===== src/shared/meter_pkg.sv =====
// constants, register map and types of the panel meter control block
// ****************************************************************
// Function
// - active-low variant: high or open runs continuously
// - active-low variant: low freezes last sample
// - other variant: low runs, high freezes
// - blanking hides digits, keeps points and sign
// - sign output low for negative, valid at zero
// - segment check shows all-segments test pattern
// - four active-low radix selects, one point each
// - low-reading flag high at 1800 or below
// - over-limit flag high above 19999 counts
// - conversion-active high until conversion or measurement ends
// - overscale shows plus, leading 1, blanks rest
// - underscale shows minus, leading 1, blanks rest
// - plus/minus sign shown, suppressible by enable except in overscale; the code also forces the minus in underscale
// - three full digits plus leading one digit
// ****************************************************************
package meter_pkg;
    // ************************
    // register offsets
    // ************************
    localparam logic [11:0] CTRL_OFS = 12'h000;
    localparam logic [11:0] STAT_OFS = 12'h004;
    localparam logic [11:0] IRQ_STAT_OFS = 12'h008;
    localparam logic [11:0] IRQ_MASK_OFS = 12'h00c;
    localparam logic [11:0] RESULT_OFS = 12'h010;
    localparam logic [11:0] DISP_OFS = 12'h014;
    localparam logic [11:0] SAMPLE_OFS = 12'h018;
    // ctrl field positions
    localparam int CTRL_VARIANT_BIT = 0;
    localparam int CTRL_TEST_POL_BIT = 1;
    localparam int CTRL_TEST_EN_BIT = 2;
    localparam int CTRL_BLANK_EN_BIT = 3;
    localparam logic [31:0] CTRL_RESET = 32'h0000_000c;
    // irq bits
    localparam int IRQ_DONE_BIT = 0;
    localparam int IRQ_OVER_BIT = 1;
    localparam int IRQ_LOW_BIT = 2;
    localparam int IRQ_W = 3;
    // ************************
    // counts
    // ************************
    localparam logic [14:0] OVER_LIMIT = 15'h4e1f;
    localparam logic [14:0] LOW_LIMIT = 15'h0708;
    localparam logic [14:0] FULL_SCALE = 15'h07cf;
    // timing: sampling 83.3 ms, conversion 333 ms at 125 MHz
    localparam real CLK_NS = 8.0;
    localparam real SIG_INT_MS = 83.3;
    localparam real CONV_MS = 333.0;
    localparam int SIG_CYCLES = int'(SIG_INT_MS * 1.0e6 / CLK_NS);
    localparam int CONV_CYCLES = int'(CONV_MS * 1.0e6 / CLK_NS);
    localparam int REF_CYCLES = CONV_CYCLES - SIG_CYCLES;
    // ************************
    // types
    // ************************
    typedef enum logic [1:0] {IDLE, SIG_INT, REF_INT, DONE} phase_type;
endpackage


===== src/design/meter_ctrl.sv =====
// control, status and readout logic of the panel meter
`timescale 1ns/1ps
module meter_ctrl #(
    parameter int SIG_LEN = meter_pkg::SIG_CYCLES,
    parameter int REF_LEN = meter_pkg::REF_CYCLES
) (
    // clock and reset
    input wire logic pclk,
    input wire logic presetn,
    // apb slave
    input wire logic psel,
    input wire logic penable,
    input wire logic pwrite,
    input wire logic [11:0] paddr,
    input wire logic [31:0] pwdata,
    output logic [31:0] prdata,
    output logic pready,
    output logic pslverr,
    // converter result interface
    input wire logic [14:0] adc_count,
    input wire logic adc_negative,
    // asynchronous pins
    input wire logic run_freeze,
    input wire logic readout_off_n,
    input wire logic seg_check,
    input wire logic sign_show_en,
    input wire logic [3:0] radix_sel_n,
    // status pins
    output logic sign_out_n,
    output logic low_reading_flag,
    output logic over_limit_flag,
    output logic conv_active,
    // readout
    output logic [1:0] leading_digit,
    output logic [11:0] digits_bcd,
    output logic [2:0] digit_blank,
    output logic [3:0] radix_on,
    output logic sign_plus,
    output logic sign_minus,
    // interrupt
    output logic irq
);
    import meter_pkg::*;

    // ****************************************************
    // overview
    // ****************************************************
    // the block sits behind the front-panel pins of the meter and
    // software reaches its registers over a zero-wait apb slave.
    // the analog converter is outside; it hands over a magnitude
    // count and a polarity bit that are taken once per measurement,
    // on the last cycle of the reference phase.
    //
    // measurement sequencer:
    // - idle waits while the freeze level is active and starts a
    //   new measurement on the first cycle it is not
    // - signal phase lasts SIG_LEN cycles; entering it drops the
    //   low-reading flag and raises conversion-active
    // - reference phase lasts REF_LEN cycles; entering it drops the
    //   over-limit flag, so that flag stands for a whole signal phase
    // - on the last reference cycle the count is latched, both flags
    //   are set from it, conversion-active falls and events are posted
    // - done is one spare cycle back to idle, so a freeze that lands
    //   during a measurement lets that measurement finish first
    //
    // register access:
    // - read data is captured in the setup cycle and held through
    //   the access phase, so the master sees it at the edge at which
    //   it samples pready; it returns to zero afterwards
    // - writes take effect at the access edge only
    // - the event status is cleared by a read at the access edge;
    //   an event posted in that same cycle survives the clear, but an
    //   event posted in the setup cycle is cleared without being read
    //
    // readout priority, highest first:
    // - segment test pattern, when enabled and at its active level
    // - blanking of the digits, leaving points and sign visible
    // - overscale: leading one with the other digits blanked and
    //   the sign that matches the latched polarity
    // - the plain reading split into decimal digits
    //
    // hazards and limits:
    // - every pin is taken through two flops; a pin change shows two
    //   edges later and a pulse shorter than a clock may be missed
    // - the synchroniser resets to the idle levels of the pins so
    //   that no false freeze, blank or test shows after reset
    // - the digit split uses division by constants; the count is at
    //   most 15 bits so the depth of that logic stays small
    // - the freeze sense and test polarity live in the control
    //   register so one build serves both pin variants

    // ****************************************************
    // state
    // ****************************************************
    typedef struct packed {
        logic [8:0] s1;           // first sync stage
        logic [8:0] s2;           // second sync stage
        phase_type phase;         // sequencer phase
        logic [31:0] cnt;         // phase counter
        logic [14:0] result;      // latched count
        logic neg;                // latched polarity
        logic over;               // over-limit flag
        logic low;                // low-reading flag
        logic over_pend;          // spare bit, reset low and never set or read
        logic busy;               // conversion active
        logic [31:0] ctrl;        // control register
        logic [IRQ_W-1:0] ist;    // sticky events
        logic [IRQ_W-1:0] imask;  // event mask
        logic [31:0] rdata;       // read data
        logic [15:0] nsample;     // finished samples
    } state_type;

    state_type st_r;
    state_type st_nxt;
    logic [8:0] pins;
    logic sync_run;
    logic sync_off_n;
    logic sync_test;
    logic sync_sign_en;
    logic [3:0] sync_radix_n;
    logic freeze;
    logic test_on;
    logic blank;
    logic acc;
    logic [IRQ_W-1:0] ev;
    logic [3:0] d0;
    logic [3:0] d1;
    logic [3:0] d2;
    logic [3:0] d3;

    assign pins = {radix_sel_n, sign_show_en, seg_check, readout_off_n, run_freeze, 1'b0};
    assign sync_run = st_r.s2[1];
    assign sync_off_n = st_r.s2[2];
    assign sync_test = st_r.s2[3];
    assign sync_sign_en = st_r.s2[4];
    assign sync_radix_n = st_r.s2[8:5];
    assign acc = psel & penable;

    // ****************************************************
    // next state
    // ****************************************************
    always_comb begin
        st_nxt = st_r;
        ev = '0;
        // two-stage synchroniser for pins
        st_nxt.s1 = pins;
        st_nxt.s2 = st_r.s1;
        // freeze sense chosen by variant bit
        if (st_r.ctrl[CTRL_VARIANT_BIT]) begin
            freeze = sync_run;
        end else begin
            freeze = ~sync_run;
        end
        // measurement sequencer
        unique case (st_r.phase)
            IDLE: begin
                if (!freeze) begin
                    st_nxt.phase = SIG_INT;
                    st_nxt.cnt = '0;
                    st_nxt.busy = 1'b1;
                    st_nxt.low = 1'b0;
                end
            end
            SIG_INT: begin
                st_nxt.cnt = st_r.cnt + 32'h1;
                if (st_r.cnt == 32'(SIG_LEN - 1)) begin
                    st_nxt.phase = REF_INT;
                    st_nxt.cnt = '0;
                    st_nxt.over = 1'b0;
                end
            end
            REF_INT: begin
                st_nxt.cnt = st_r.cnt + 32'h1;
                if (st_r.cnt == 32'(REF_LEN - 1)) begin
                    st_nxt.phase = DONE;
                    st_nxt.result = adc_count;
                    st_nxt.neg = adc_negative;
                    st_nxt.over = (adc_count > OVER_LIMIT);
                    st_nxt.low = (adc_count <= LOW_LIMIT);
                    st_nxt.busy = 1'b0;
                    st_nxt.nsample = st_r.nsample + 16'h1;
                    ev[IRQ_DONE_BIT] = 1'b1;
                    ev[IRQ_OVER_BIT] = (adc_count > OVER_LIMIT);
                    ev[IRQ_LOW_BIT] = (adc_count <= LOW_LIMIT);
                end
            end
            DONE: begin
                st_nxt.phase = IDLE;
            end
        endcase
        // apb read data, held through the access phase
        if (!acc) begin
            st_nxt.rdata = '0;
        end
        if (psel && !penable && !pwrite) begin
            unique case (paddr)
                CTRL_OFS: st_nxt.rdata = st_r.ctrl;
                STAT_OFS: st_nxt.rdata = {28'h0, st_r.busy, st_r.low, st_r.over, st_r.neg};
                IRQ_STAT_OFS: st_nxt.rdata = {29'h0, st_r.ist};
                IRQ_MASK_OFS: st_nxt.rdata = {29'h0, st_r.imask};
                RESULT_OFS: st_nxt.rdata = {17'h0, st_r.result};
                DISP_OFS: st_nxt.rdata = {14'h0, leading_digit, 4'h0, digits_bcd};
                SAMPLE_OFS: st_nxt.rdata = {16'h0, st_r.nsample};
                default: st_nxt.rdata = '0;
            endcase
        end
        // apb writes and read-to-clear, set wins over clear
        // writes land only in the access cycle, once per transfer
        if (acc && pwrite) begin
            if (paddr == CTRL_OFS) begin
                st_nxt.ctrl = {28'h0, pwdata[3:0]};
            end
            if (paddr == IRQ_MASK_OFS) begin
                st_nxt.imask = pwdata[IRQ_W-1:0];
            end
        end
        if (acc && !pwrite && paddr == IRQ_STAT_OFS) begin
            st_nxt.ist = ev;
        end else begin
            st_nxt.ist = st_r.ist | ev;
        end
    end

    // ****************************************************
    // registers
    // ****************************************************
    always_ff @(posedge pclk or negedge presetn) begin
        if (!presetn) begin
            st_r <= '{s1: 9'h1fe, s2: 9'h1fe, phase: IDLE, cnt: 32'h0, result: 15'h0, neg: 1'b0,
                      over: 1'b0, low: 1'b0, over_pend: 1'b0, busy: 1'b0, ctrl: CTRL_RESET,
                      ist: 3'h0, imask: 3'h0, rdata: 32'h0, nsample: 16'h0};
        end else begin
            st_r <= st_nxt;
        end
    end

    // ****************************************************
    // readout decode
    // ****************************************************
    always_comb begin
        // binary count split into digits
        d0 = 4'(st_r.result % 15'd10);
        d1 = 4'((st_r.result / 15'd10) % 15'd10);
        d2 = 4'((st_r.result / 15'd100) % 15'd10);
        d3 = 4'((st_r.result / 15'd1000) % 15'd10);
        test_on = st_r.ctrl[CTRL_TEST_EN_BIT] & (sync_test == st_r.ctrl[CTRL_TEST_POL_BIT]);
        blank = st_r.ctrl[CTRL_BLANK_EN_BIT] & ~sync_off_n;
        leading_digit = {1'b0, d3 != 4'h0};
        digits_bcd = {d2, d1, d0};
        digit_blank = 3'h0;
        sign_plus = sync_sign_en & ~st_r.neg;
        sign_minus = sync_sign_en & st_r.neg;
        if (test_on) begin
            leading_digit = 2'h1;
            digits_bcd = 12'h888;
        end else if (st_r.result > FULL_SCALE && !st_r.neg) begin
            leading_digit = 2'h1;
            digit_blank = 3'h7;
            sign_plus = 1'b1;
            sign_minus = 1'b0;
        end else if (st_r.result > FULL_SCALE && st_r.neg) begin
            leading_digit = 2'h1;
            digit_blank = 3'h7;
            sign_minus = 1'b1;
            sign_plus = 1'b0;
        end
        if (blank && !test_on) begin
            leading_digit = 2'h0;
            digit_blank = 3'h7;
        end
    end

    // ****************************************************
    // outputs
    // ****************************************************
    assign radix_on = ~sync_radix_n;
    assign sign_out_n = ~st_r.neg;
    assign low_reading_flag = st_r.low;
    assign over_limit_flag = st_r.over;
    assign conv_active = st_r.busy;
    assign prdata = st_r.rdata;
    assign pready = 1'b1;
    assign pslverr = 1'b0;
    assign irq = |(st_r.ist & st_r.imask);
endmodule


===== config.mk =====
export PLATFORM = sky130hd
export DESIGN_NAME = meter_ctrl
export DESIGN_NICKNAME = d
export VERILOG_FILES = /design/src/shared/meter_pkg.sv /design/src/design/meter_ctrl.sv
export SDC_FILE = /design/constraint.sdc
export NUM_CORES = 1
export LEC_CHECK = 0
export ABC_AREA = 1
export BUFFER_PORTS_ARGS = -buffer_cell sky130_fd_sc_hd__clkbuf_2
export CORE_UTILIZATION = 53
export CTS_CLUSTER_DIAMETER = 50
export DETAILED_ROUTE_END_ITERATION = 10
export GPL_ROUTABILITY_DRIVEN = 0
export PLACE_DENSITY = 0.77
export SLEW_MARGIN = 20
export SYNTH_ARGS = -nofsm -noshare
export SYNTH_HDL_FRONTEND = slang
export SYNTH_SLANG_ARGS = --single-unit

===== constraint.sdc =====
create_clock -name pclk -period 6 [get_ports pclk]
set_input_delay 0.6 -clock pclk [delete_from_list [all_inputs] [get_ports pclk]]
set_output_delay 0.6 -clock pclk [all_outputs]
set_load 0.005 [all_outputs]

# Word-level counts from Yosys, hierarchy flattened
# Cells that the tools add are included.
[classes] addsub=2 mul=0 n_div=7 magnitude_cmp=3 n_eq_ne=16 shift=0 muxes=35 n_bitwise=11 reduce_logical=26
[op_table] op="$pmux W18 S7" count=1
[op_table] op="$pmux W32 S3" count=1
[op_table] op="$mux W34" count=2
[op_table] op="$mux W32" count=2
[op_table] op="$mod A15 B4 Y15 const B" count=4
[op_table] op="$eq A12 B5 Y1 const B" count=3
[op_table] op="$add A32 B1 Y32 const B" count=1
[op_table] op="$eq A32 B24 Y1 const B" count=1
[op_table] op="$eq A32 B25 Y1 const B" count=1
[op_table] op="$eq A12 B4 Y1 const B" count=2
[op_table] op="$mux W3" count=7
[op_table] op="$add A16 B1 Y16 const B" count=1
[op_table] op="$div A15 B10 Y15 const B" count=1
[op_table] op="$div A15 B4 Y15 const B" count=1
[op_table] op="$div A15 B7 Y15 const B" count=1
[op_table] op="$gt A15 B11 Y1 const B" count=1
[op_table] op="$gt A15 B15 Y1 const B" count=1
[op_table] op="$le A15 B11 Y1 const B" count=1
[op_table] op="$mux W1" count=14
[op_table] op="$eq A12 B3 Y1 const B" count=1
[op_table] op="$logic_not A12 Y1" count=1
[op_table] op="$mux W12" count=1
[op_table] op="$reduce_and A3 Y1" count=3
[op_table] op="$logic_and A1 B1 Y1" count=8
[op_table] op="other kinds (20)" count=40
[word_totals] register_bits=127 latch_bits=0 ram_bits=0 mem_bits_ro=0 inputBits=73 output_inout_bits=62 word_cells=114 mem_count=0

# Longest topological paths before layout
# Gate-level depths: netlist of the first run.
[logic_depth] word_depth=9 depth_mapped=69 depth_no_buf=69

# Worst setup path after synthesis of the first run
# No wires, ideal clock.
[synth_timing] kind="register -> output" start="register st_r[105] (netlist name)" end="output port digits_bcd[6]" arrival_time_ns=5.507 required_ns=5.400 setup_slack_ns=-0.107 path_stages_with_launch=65 path_buffers=1 cell_sequence="dfrtp_1 > clkbuf_2 > inv_1 > o21ai_1 > nand2_1 > inv_1 > nand2_1 > nand2_2 > a21oi_1 > nand2_1 > nand2_1 > nand2_1 > nand3_1 > nand3_2 > nand2_1 > nand2_2 > inv_1 > nand2_1 > (+29 left out) > nand2_1 > inv_1 > ha_1 > inv_1 > nand3_1 > nand2_1 > inv_2 > nand4_2 > nand2_2 > nand2_1 > nand2_2 > ha_1 > inv_1 > nand3_1 > nand2_1 > nor2_1 > nand3_1 > and3_1"
[synth_via] elab_chain_len=3
[synth_rtl] element="from (decl)" line="meter_ctrl.sv:113" rtl="state_type st_r;"
[synth_rtl] element="from (signal assigned)" line="meter_ctrl.sv:229" rtl="st_r <= '{s1: 9'h1fe, s2: 9'h1fe, phase: IDLE, cnt: 32'h0, result: 15'h0, neg: 1'b0,"
[synth_rtl] element="from (signal assigned)" line="meter_ctrl.sv:233" rtl="st_r <= st_nxt;"
[synth_rtl] element="$div A15 B4 Y15" line="meter_ctrl.sv:243" rtl="d1 = 4'((st_r.result / 15'd10) % 15'd10);"
[synth_rtl] element="$mod A15 B4 Y15" line="meter_ctrl.sv:243"
[synth_rtl] element="$mux W12" line="meter_ctrl.sv:253" rtl="if (test_on) begin"
[synth_rtl] element="to (decl)" line="meter_ctrl.sv:35" rtl="output logic [11:0] digits_bcd,"
# No other way between the ends.

# Final worst setup path of the first run
[layout_timing] start="register st_r[103] (netlist name)" end="output port digits_bcd[9]"
[layout_via] elab_chain_len=3
[layout_rtl] element="$div A15 B7 Y15" line="meter_ctrl.sv:244" rtl="d2 = 4'((st_r.result / 15'd100) % 15'd10);"
[layout_rtl] element="$mod A15 B4 Y15" line="meter_ctrl.sv:244"
[layout_rtl] element="$mux W12" line="meter_ctrl.sv:253"
# No other way between the ends.

==> impl_results.md, run 1 <==
- Post-synthesis instance area: 9230 um^2
- Outcome: finished with violations
- Post-Synthesis Mean Instance Area: 6.67 um^2
- Seq cells post-synth: 112
- Max cap viols: 0
- Number of standard cells in the layout, taps in and fillers out: 1935
- Share of synthesized registers carrying an async set or reset: 100%
- Relative slew margins: 6.40%
- Effective utilization at floorplan: 54.9%
- Final period util: 125%
- Clock buffer depth: 2
- Period minus WS final: 7.49 ns
- Cell with the most instances after synthesis: nand2_1
- CTS tree: built
- Wire length of the first global-routing pass: 47.2 mm
- Number of endpoints failing setup at the final stage: 23
- Critical path launch point type: flip-flop
- Number of enable-type register cells in the synthesized netlist: 0
- ANT cells: 0
- Antenna violation net count after detailed routing: 0
- Hold Crit Class: in -> async
- Violated checks: negative setup slack
- Proportion of synthesized chip area in sequential cells: 30.6%
- Final Hold Fails: 0
- Clk sinks: 112
- Largest stage delay, worst path: 0.45 ns
- Arr. time, crit path: 6.89 ns
- Post-synth top area cell: dfrtp_1
- Cell occurring most often along the worst timing path: nand2_2
- Layout-stage area growth over the synthesis result: 42.8%
- Post-detailed-route via-to-cell ratio: 6.03
- Number of fill cells in the layout: 985
- Power density over cell area: 722 nW/um^2
- Final Routed Wirelength: 37.2 mm
- Total count of max-transition violations in the final report: 0
- Clock buffers created by TritonCTS: 9
- Post-synth top area share: 25.5%
- Root buffer cell: clkbuf_16
- Netlist cell types: 65
- Highest ir drop seen on vdd: 1.52 mV
- Maximum clock frequency: 133 MHz
- Half-perimeter wire length after detailed placement: 18.7 mm
- Measured slew at the worst slew-check pin: 1.40 ns
- Violation count after the first detailed-route iteration: 1392
- Total number of cells along the worst setup path: 52
- Critical Path Fanout Max: 7
- Routed vias: 11700
- Cell type of the slowest stage on the worst timing path: dfrtp_1
- Warnings from Yosys: 0
- Total I/O pin count: 135
- Die area: 18000 um^2
- Row cnt: 47
- Number of instances in the placed design: 1810
- Via count of the first global-routing pass: 10500
- Count of unresolved DRC violations after routing: 0
- Worst-path clk slew: 0.09 ns
- Crit path capture type: output pin
- NumNets Final: 1796
- Initial antenna violation count: 0
- Unrepaired setup endpoints after global routing: true
- Largest cells by area after synthesis: dfrtp_1 25%, nand2_1 14%, inv_1 7.9%, nand3_1 6.4%, nor2_1 5.6%
- Worst setup path category: reg -> out
- Post-DR wirelength/cell: 19.2 um
- Htree depth: 3
- Top delay family on crit path: simple AND/OR/NAND/NOR gates
- Leakage power of the design: 6.72 nW
- Top_reg_cell synth: dfrtp_1
- Overall die width: 134 um
- Port Buffers: 88
- Setup Skew: 0.0139 ns
- Global routing usage summed across all routing layers: 32.4%
- Initial DRT Pass Iterations: 10
- Maximum number of pins on one net before global-route repair: 78
- Design Area, Final: 13200 um^2
- Sum of overflow across all layers after global routing: 0
- Vert. Die Dim: 134 um
- Instance area after placement: 10800 um^2
- Fraction of final layout cells with drive strength greater than 1: 42.2%
- Post-Syn Instances: 1384
- Clk Latency, worst-skew pair: 0.36 ns
- Worst-case hold slack: 0.175 ns
- Minimum setup slack in the final design: -1.49 ns
- Logic depth of the worst register-to-register path: 63
- WP data required: 5.40 ns
- Total core area: 16800 um^2
- Bufs and invs on worst path: 14
- Top post-synthesis cells by count: 350 x nand2_1, 195 x inv_1, 137 x nor2_1
==> layer usage <==
metal	wire length (um)	global-route usage [%]	part of all wire (%)
met1	12600	35.4	34
met2	17800	58.8	48
met3	3460	4.35	9.3
met4	3280	21.1	8.8
met5	0	0	0
==> final timing paths <==
kind | to | slack, ns | from
max in group asynchronous | st_r[105] | 4.36 | presetn
min in group pclk | st_nxt[142] | 0.31 | readout_off_n
hold / removal | prdata[2] | 0.18 | presetn
hold reg to reg | st_r[141] | 0.35 | st_nxt[141]
setup reg to reg | prdata[7] | -0.87 | st_r[103]
setup / recovery | digits_bcd[9] | -1.49 | st_r[103]
==> area by class of cell <==
class                           instances  area [um^2]  share of cell area (%)
Inverter                              215          836                    6.34
Sequential cell                       112         2830                    21.5
Multi-Input combinational cell       1014         6400                    48.5
Timing Repair Buffer                  358         2550                    19.3
Clock inverter                          7         72.6                   0.550
Tap cell                              220          275                    2.09
Clock buffer                            9          225                    1.71
==> sequential cells by signal (all words and copies together) (netlist names), named ones only <==
register	count
low_reading_flag	1
st_nxt	8
over_limit_flag	1
conv_active	1
st_r	83
prdata	17
==> kinds of logic after synthesis <==
group / Yosys count / share of synthesized area [%]
other: 2 / 0.0813
adders and majority gates: 13 / 1.76
and+or+nand+nor: 769 / 38.8
xor gates and xnor gates: 40 / 3.79
AOI/OAI and AO/OA: 173 / 11.3
DFF: 112 / 30.6
muxes: 1 / 0.122
buffers and inverters: 274 / 13.6
==> cells in the final DEF, fill, tap and decap left out, types with 18 or more instances in the layout <==
cell | netlist | layout
nor3_1 | 29 | 28
a21oi_1 | 48 | 42
nand2_1 | 350 | 258
xor2_1 | 33 | 29
nand2_4 | 12 | 54
buf_6 | 1 | 21
nand4_1 | 29 | 29
nor2_1 | 137 | 122
nand3_1 | 119 | 75
inv_1 | 195 | 161
nand3_2 | 11 | 41
clkbuf_2 | 2 | 83
o21ai_0 | 62 | 46
conb_1 | 2 | 18
buf_4 | 38 | 250
nand2_2 | 40 | 90
inv_2 | 15 | 40
dfstp_2 | 18 | 18
dfrtp_1 | 94 | 92
==> through the flow <==
| step | setup slack (ns) | setup TNS [ns] | power, W | util, % |
|---|---|---|---|---|
| global placement | -0.293 | -1.59 | 0.00590 | 64.1 |
| CTS | -0.615 | -7.44 | 0.00760 | 72.9 |
| detailed placement | -0.637 | -5.46 | 0.00602 | 64.1 |
| global route | -1.76 | -27.49 | 0.00993 | 78.4 |
| finish | -1.49 | -20.38 | 0.00951 | 78.4 |
| floorplan | 0.00602 | 0 | 0.00383 | - |
==> power breakdown <==
group | leakage, nW | internal (W) | switching (W)
logic | 5.13 | 0.00350 | 0.00458
clock network | 0.149 | 0.000297 | 0.000317
registers | 1.44 | 0.000790 | 0.0000285
==> worst register-to-register path, delay by kind of cell (launching register included) <==
| family | cells | cell delay, ns |
|---|---|---|
| simple gates | 43 | 4.13 |
| buf+inv | 16 | 1.46 |
| compound gates | 2 | 0.45 |
| flops | 1 | 0.44 |
| fa+ha+maj | 2 | 0.32 |
==> what timing repair did <==
action | in CTS | in global routing
resized for setup | 155 | 203
hold buffers | 0 | 0
setup endpoints to repair | 20 | 28
setup buffers | 89 | 33
pin swaps | 53 | 114
gates cloned | 0 | 0
(Power assumes the default switching activity.)
==> run 2, diff against run 1 <==
CORE_MARGIN = 2   (was default)
==> impl_results.md, run 2 (synthesized netlist as in run 1, its figures left out) <==
- Outcome: finished with violations
- Violated checks: negative setup slack
- Power density over cell area: 670 nW/um^2 (-7.1%)
- Logic depth of the worst register-to-register path: 56 (-11%)
- Via count of the first global-routing pass: 9488 (-9.4%)
- Worst-path clk slew: 0.09 ns (about the same)
- Vert. Die Dim: 136 um (+1.5%)
- Critical Path Fanout Max: 8 (+1)
- Measured slew at the worst slew-check pin: 0.943 ns (-0.456 ns)
- Layout-stage area growth over the synthesis result: 36.9%
- Final core utilization: 73.6% (-4.8 points)
- Power Total: 0.00847 W (-11%)
- Worst-case hold slack: 0.158 ns (-0.0171 ns)
- Overall die width: 136 um (+1.5%)
- Clock buffers created by TritonCTS: 9 (unchanged)
- Reg-to-reg endpoint: prdata[11]
- Met3 capacity usage during global routing: 3.36% (-0.99 points)
- End point of the critical path: digits_bcd[9]
- Clk Latency, worst-skew pair: 0.36 ns (about the same)
- Violation count after the first detailed-route iteration: 957 (-31%)
- Antenna violation net count after detailed routing: 0 (unchanged)
- Origin of the critical flop-to-flop path: st_r[103]
- FF-to-FF setup slack: -0.66 ns (+0.21 ns)
- Setup Skew: 0.0126 ns (-0.00125 ns)
- Sum of negative setup slack: -15.48 ns (+4.90 ns)
- GRT met2 Usage: 51.1% (-7.7 points)
- Period minus WS final: 7.27 ns (-0.225 ns)
- GRT busiest layer: met2
- Port Buffers: 88 (unchanged)
- Total count of max-transition violations in the final report: 0 (unchanged)
- Fraction of final layout cells with drive strength greater than 1: 38.2% (-4.0 points)
- Half-perimeter wire length after detailed placement: 18.5 mm (-0.96%)
- Largest stage delay, worst path: 0.41 ns (-0.04 ns)
- Final period util: 121% (-3.8 points)
- Root buffer cell: clkbuf_16
- Minimum setup slack in the final design: -1.27 ns (+0.225 ns)
- Effective utilization at floorplan: 53.8% (-1.1 points)
- Maximum number of pins on one net before global-route repair: 83 (+6.4%)
- Post-detailed-route via-to-cell ratio: 5.66 (-6.1%)
- Met1 track demand over resource: 32.8% (-2.6 points)
- Htree depth: 3 (unchanged)
- Source of the critical timing path: st_r[103]
- Number of standard cells in the layout, taps in and fillers out: 1906 (-1.5%)
- Final Routed Wirelength: 30.6 mm (-18%)
- Clk sinks: 112 (unchanged)
- Routed vias: 10800 (-7.5%)
- Initial antenna violation count: 0 (unchanged)
- Highest ir drop seen on vdd: 0.992 mV (-35%)
- Sum of overflow across all layers after global routing: 0 (unchanged)
- Maximum clock frequency: 138 MHz (+3.1%)
- Crit path capture type: output pin
- Post-DR wirelength/cell: 16.0 um (-17%)
- Register with the most flip-flops: st_r
- Die area: 18500 um^2 (+3.0%)
- Commonest cells after routing, fill and taps aside: 276 x nand2_1, 224 x buf_4, 168 x inv_1
- Max reg flops: 83 (unchanged)
- Hold Crit Class: in -> async
- Relative slew margins: 36.9% (+30 points)
- Number of endpoints failing setup at the final stage: 22 (-4.3%)
- NumNets Final: 1762 (-1.9%)
- Cell type of the slowest stage on the worst timing path: dfrtp_1
- Wire length of the first global-routing pass: 42.1 mm (-11%)
- Total core area: 17200 um^2 (+2.1%)
- Max cap viols: 0 (unchanged)
- Global routing usage summed across all routing layers: 27.9% (-4.5 points)
- Critical path launch point type: flip-flop
- Cell occurring most often along the worst timing path: nand2_2
- ANT cells: 0 (unchanged)
- Post-CTS Hold Buffers: 0 (unchanged)
- Leakage power of the design: 6.53 nW (-2.8%)
- Total I/O pin count: 135 (unchanged)
- Final Hold Fails: 0 (unchanged)
- Number of instances in the placed design: 1815 (+0.28%)
- Commonest non-fill, non-tap cell in the layout: nand2_1
- Row cnt: 48 (+2.1%)
- Initial DRT Pass Iterations: 6 (-4)
- Clock buffer depth: 2 (unchanged)
- CTS tree: built
- Unrepaired setup endpoints after global routing: true
- Arr. time, crit path: 6.67 ns (-0.22 ns)
- WP data required: 5.40 ns (about the same)
- Worst setup path category: reg -> out
- Count of unresolved DRC violations after routing: 0 (unchanged)
run 2: how the worst min path moves through the flow:
stage | depth (start not counted) | end | slack (ns) | from
finish | 1 | prdata[1] | 0.16 | presetn
global route | 1 | prdata[1] | 0.19 | presetn
CTS | 1 | st_r[48] | 0.17 | presetn
detailed placement | 0 | st_r[142] | 0.35 | st_nxt[142]
global placement | 0 | st_r[146] | 0.35 | st_nxt[146]
floorplan | 0 | asynchronous set/reset pin | 0.30 | presetn
run 2: repair_timing:
item | CTS | global route
setup buffers | 49 | 28
pin swaps | 45 | 77
resized for setup | 118 | 164
setup endpoints to repair | 15 | 23
run 2: cell type report:
cell class | count | area, um^2
Clock buffer | 9 | 225
Clock inverter | 7 | 75.1
Fill cell | 1205 | 4530
Inverter | 215 | 831
Multi-Input combinational cell | 1014 | 6130
Sequential cell | 112 | 2830
Tap cell | 225 | 282
Timing Repair Buffer | 324 | 2270
run 2: critical path, delay by kind of cell, from the launching register on:
kind                     cells  cell delay, ns
AND/OR/NAND/NOR             38            3.88
adder cells (fa/ha/maj)      2            0.29
flip-flops                   1            0.41
buffers and inverters        9            0.93
XOR/XNOR                     1            0.16
AO/OA/AOI/OAI                4            0.63
run 2: routing by layer:
| layer | share of wire [%] | vias up |
|---|---|---|
| met1 | 36 | 5014 |
| met4 | 6.9 | 0 |
| met2 | 50 | 584 |
| li1 | - | 5003 |
| met5 | 0 | - |
| met3 | 7.0 | 189 |
run 2: per-stage QoR:
stage	worst slack [ns]	instance area, um^2
after global routing	-1.63	12600
after CTS	-0.613	11800
after global placement	-0.262	10800
after floorplan	0.00602	9300
after detailed placement	-0.489	10800
final	-1.27	12600
run 2: power breakdown:
group / total (W) / leakage [nW] / internal, W / switching (W)
Combinational: 0.00705 / 4.94 / 0.00311 / 0.00394
Clock: 0.000609 / 0.148 / 0.000296 / 0.000313
Sequential: 0.000816 / 1.44 / 0.000790 / 0.0000261
Total: 0.00847 / 6.53 / 0.00419 / 0.00428
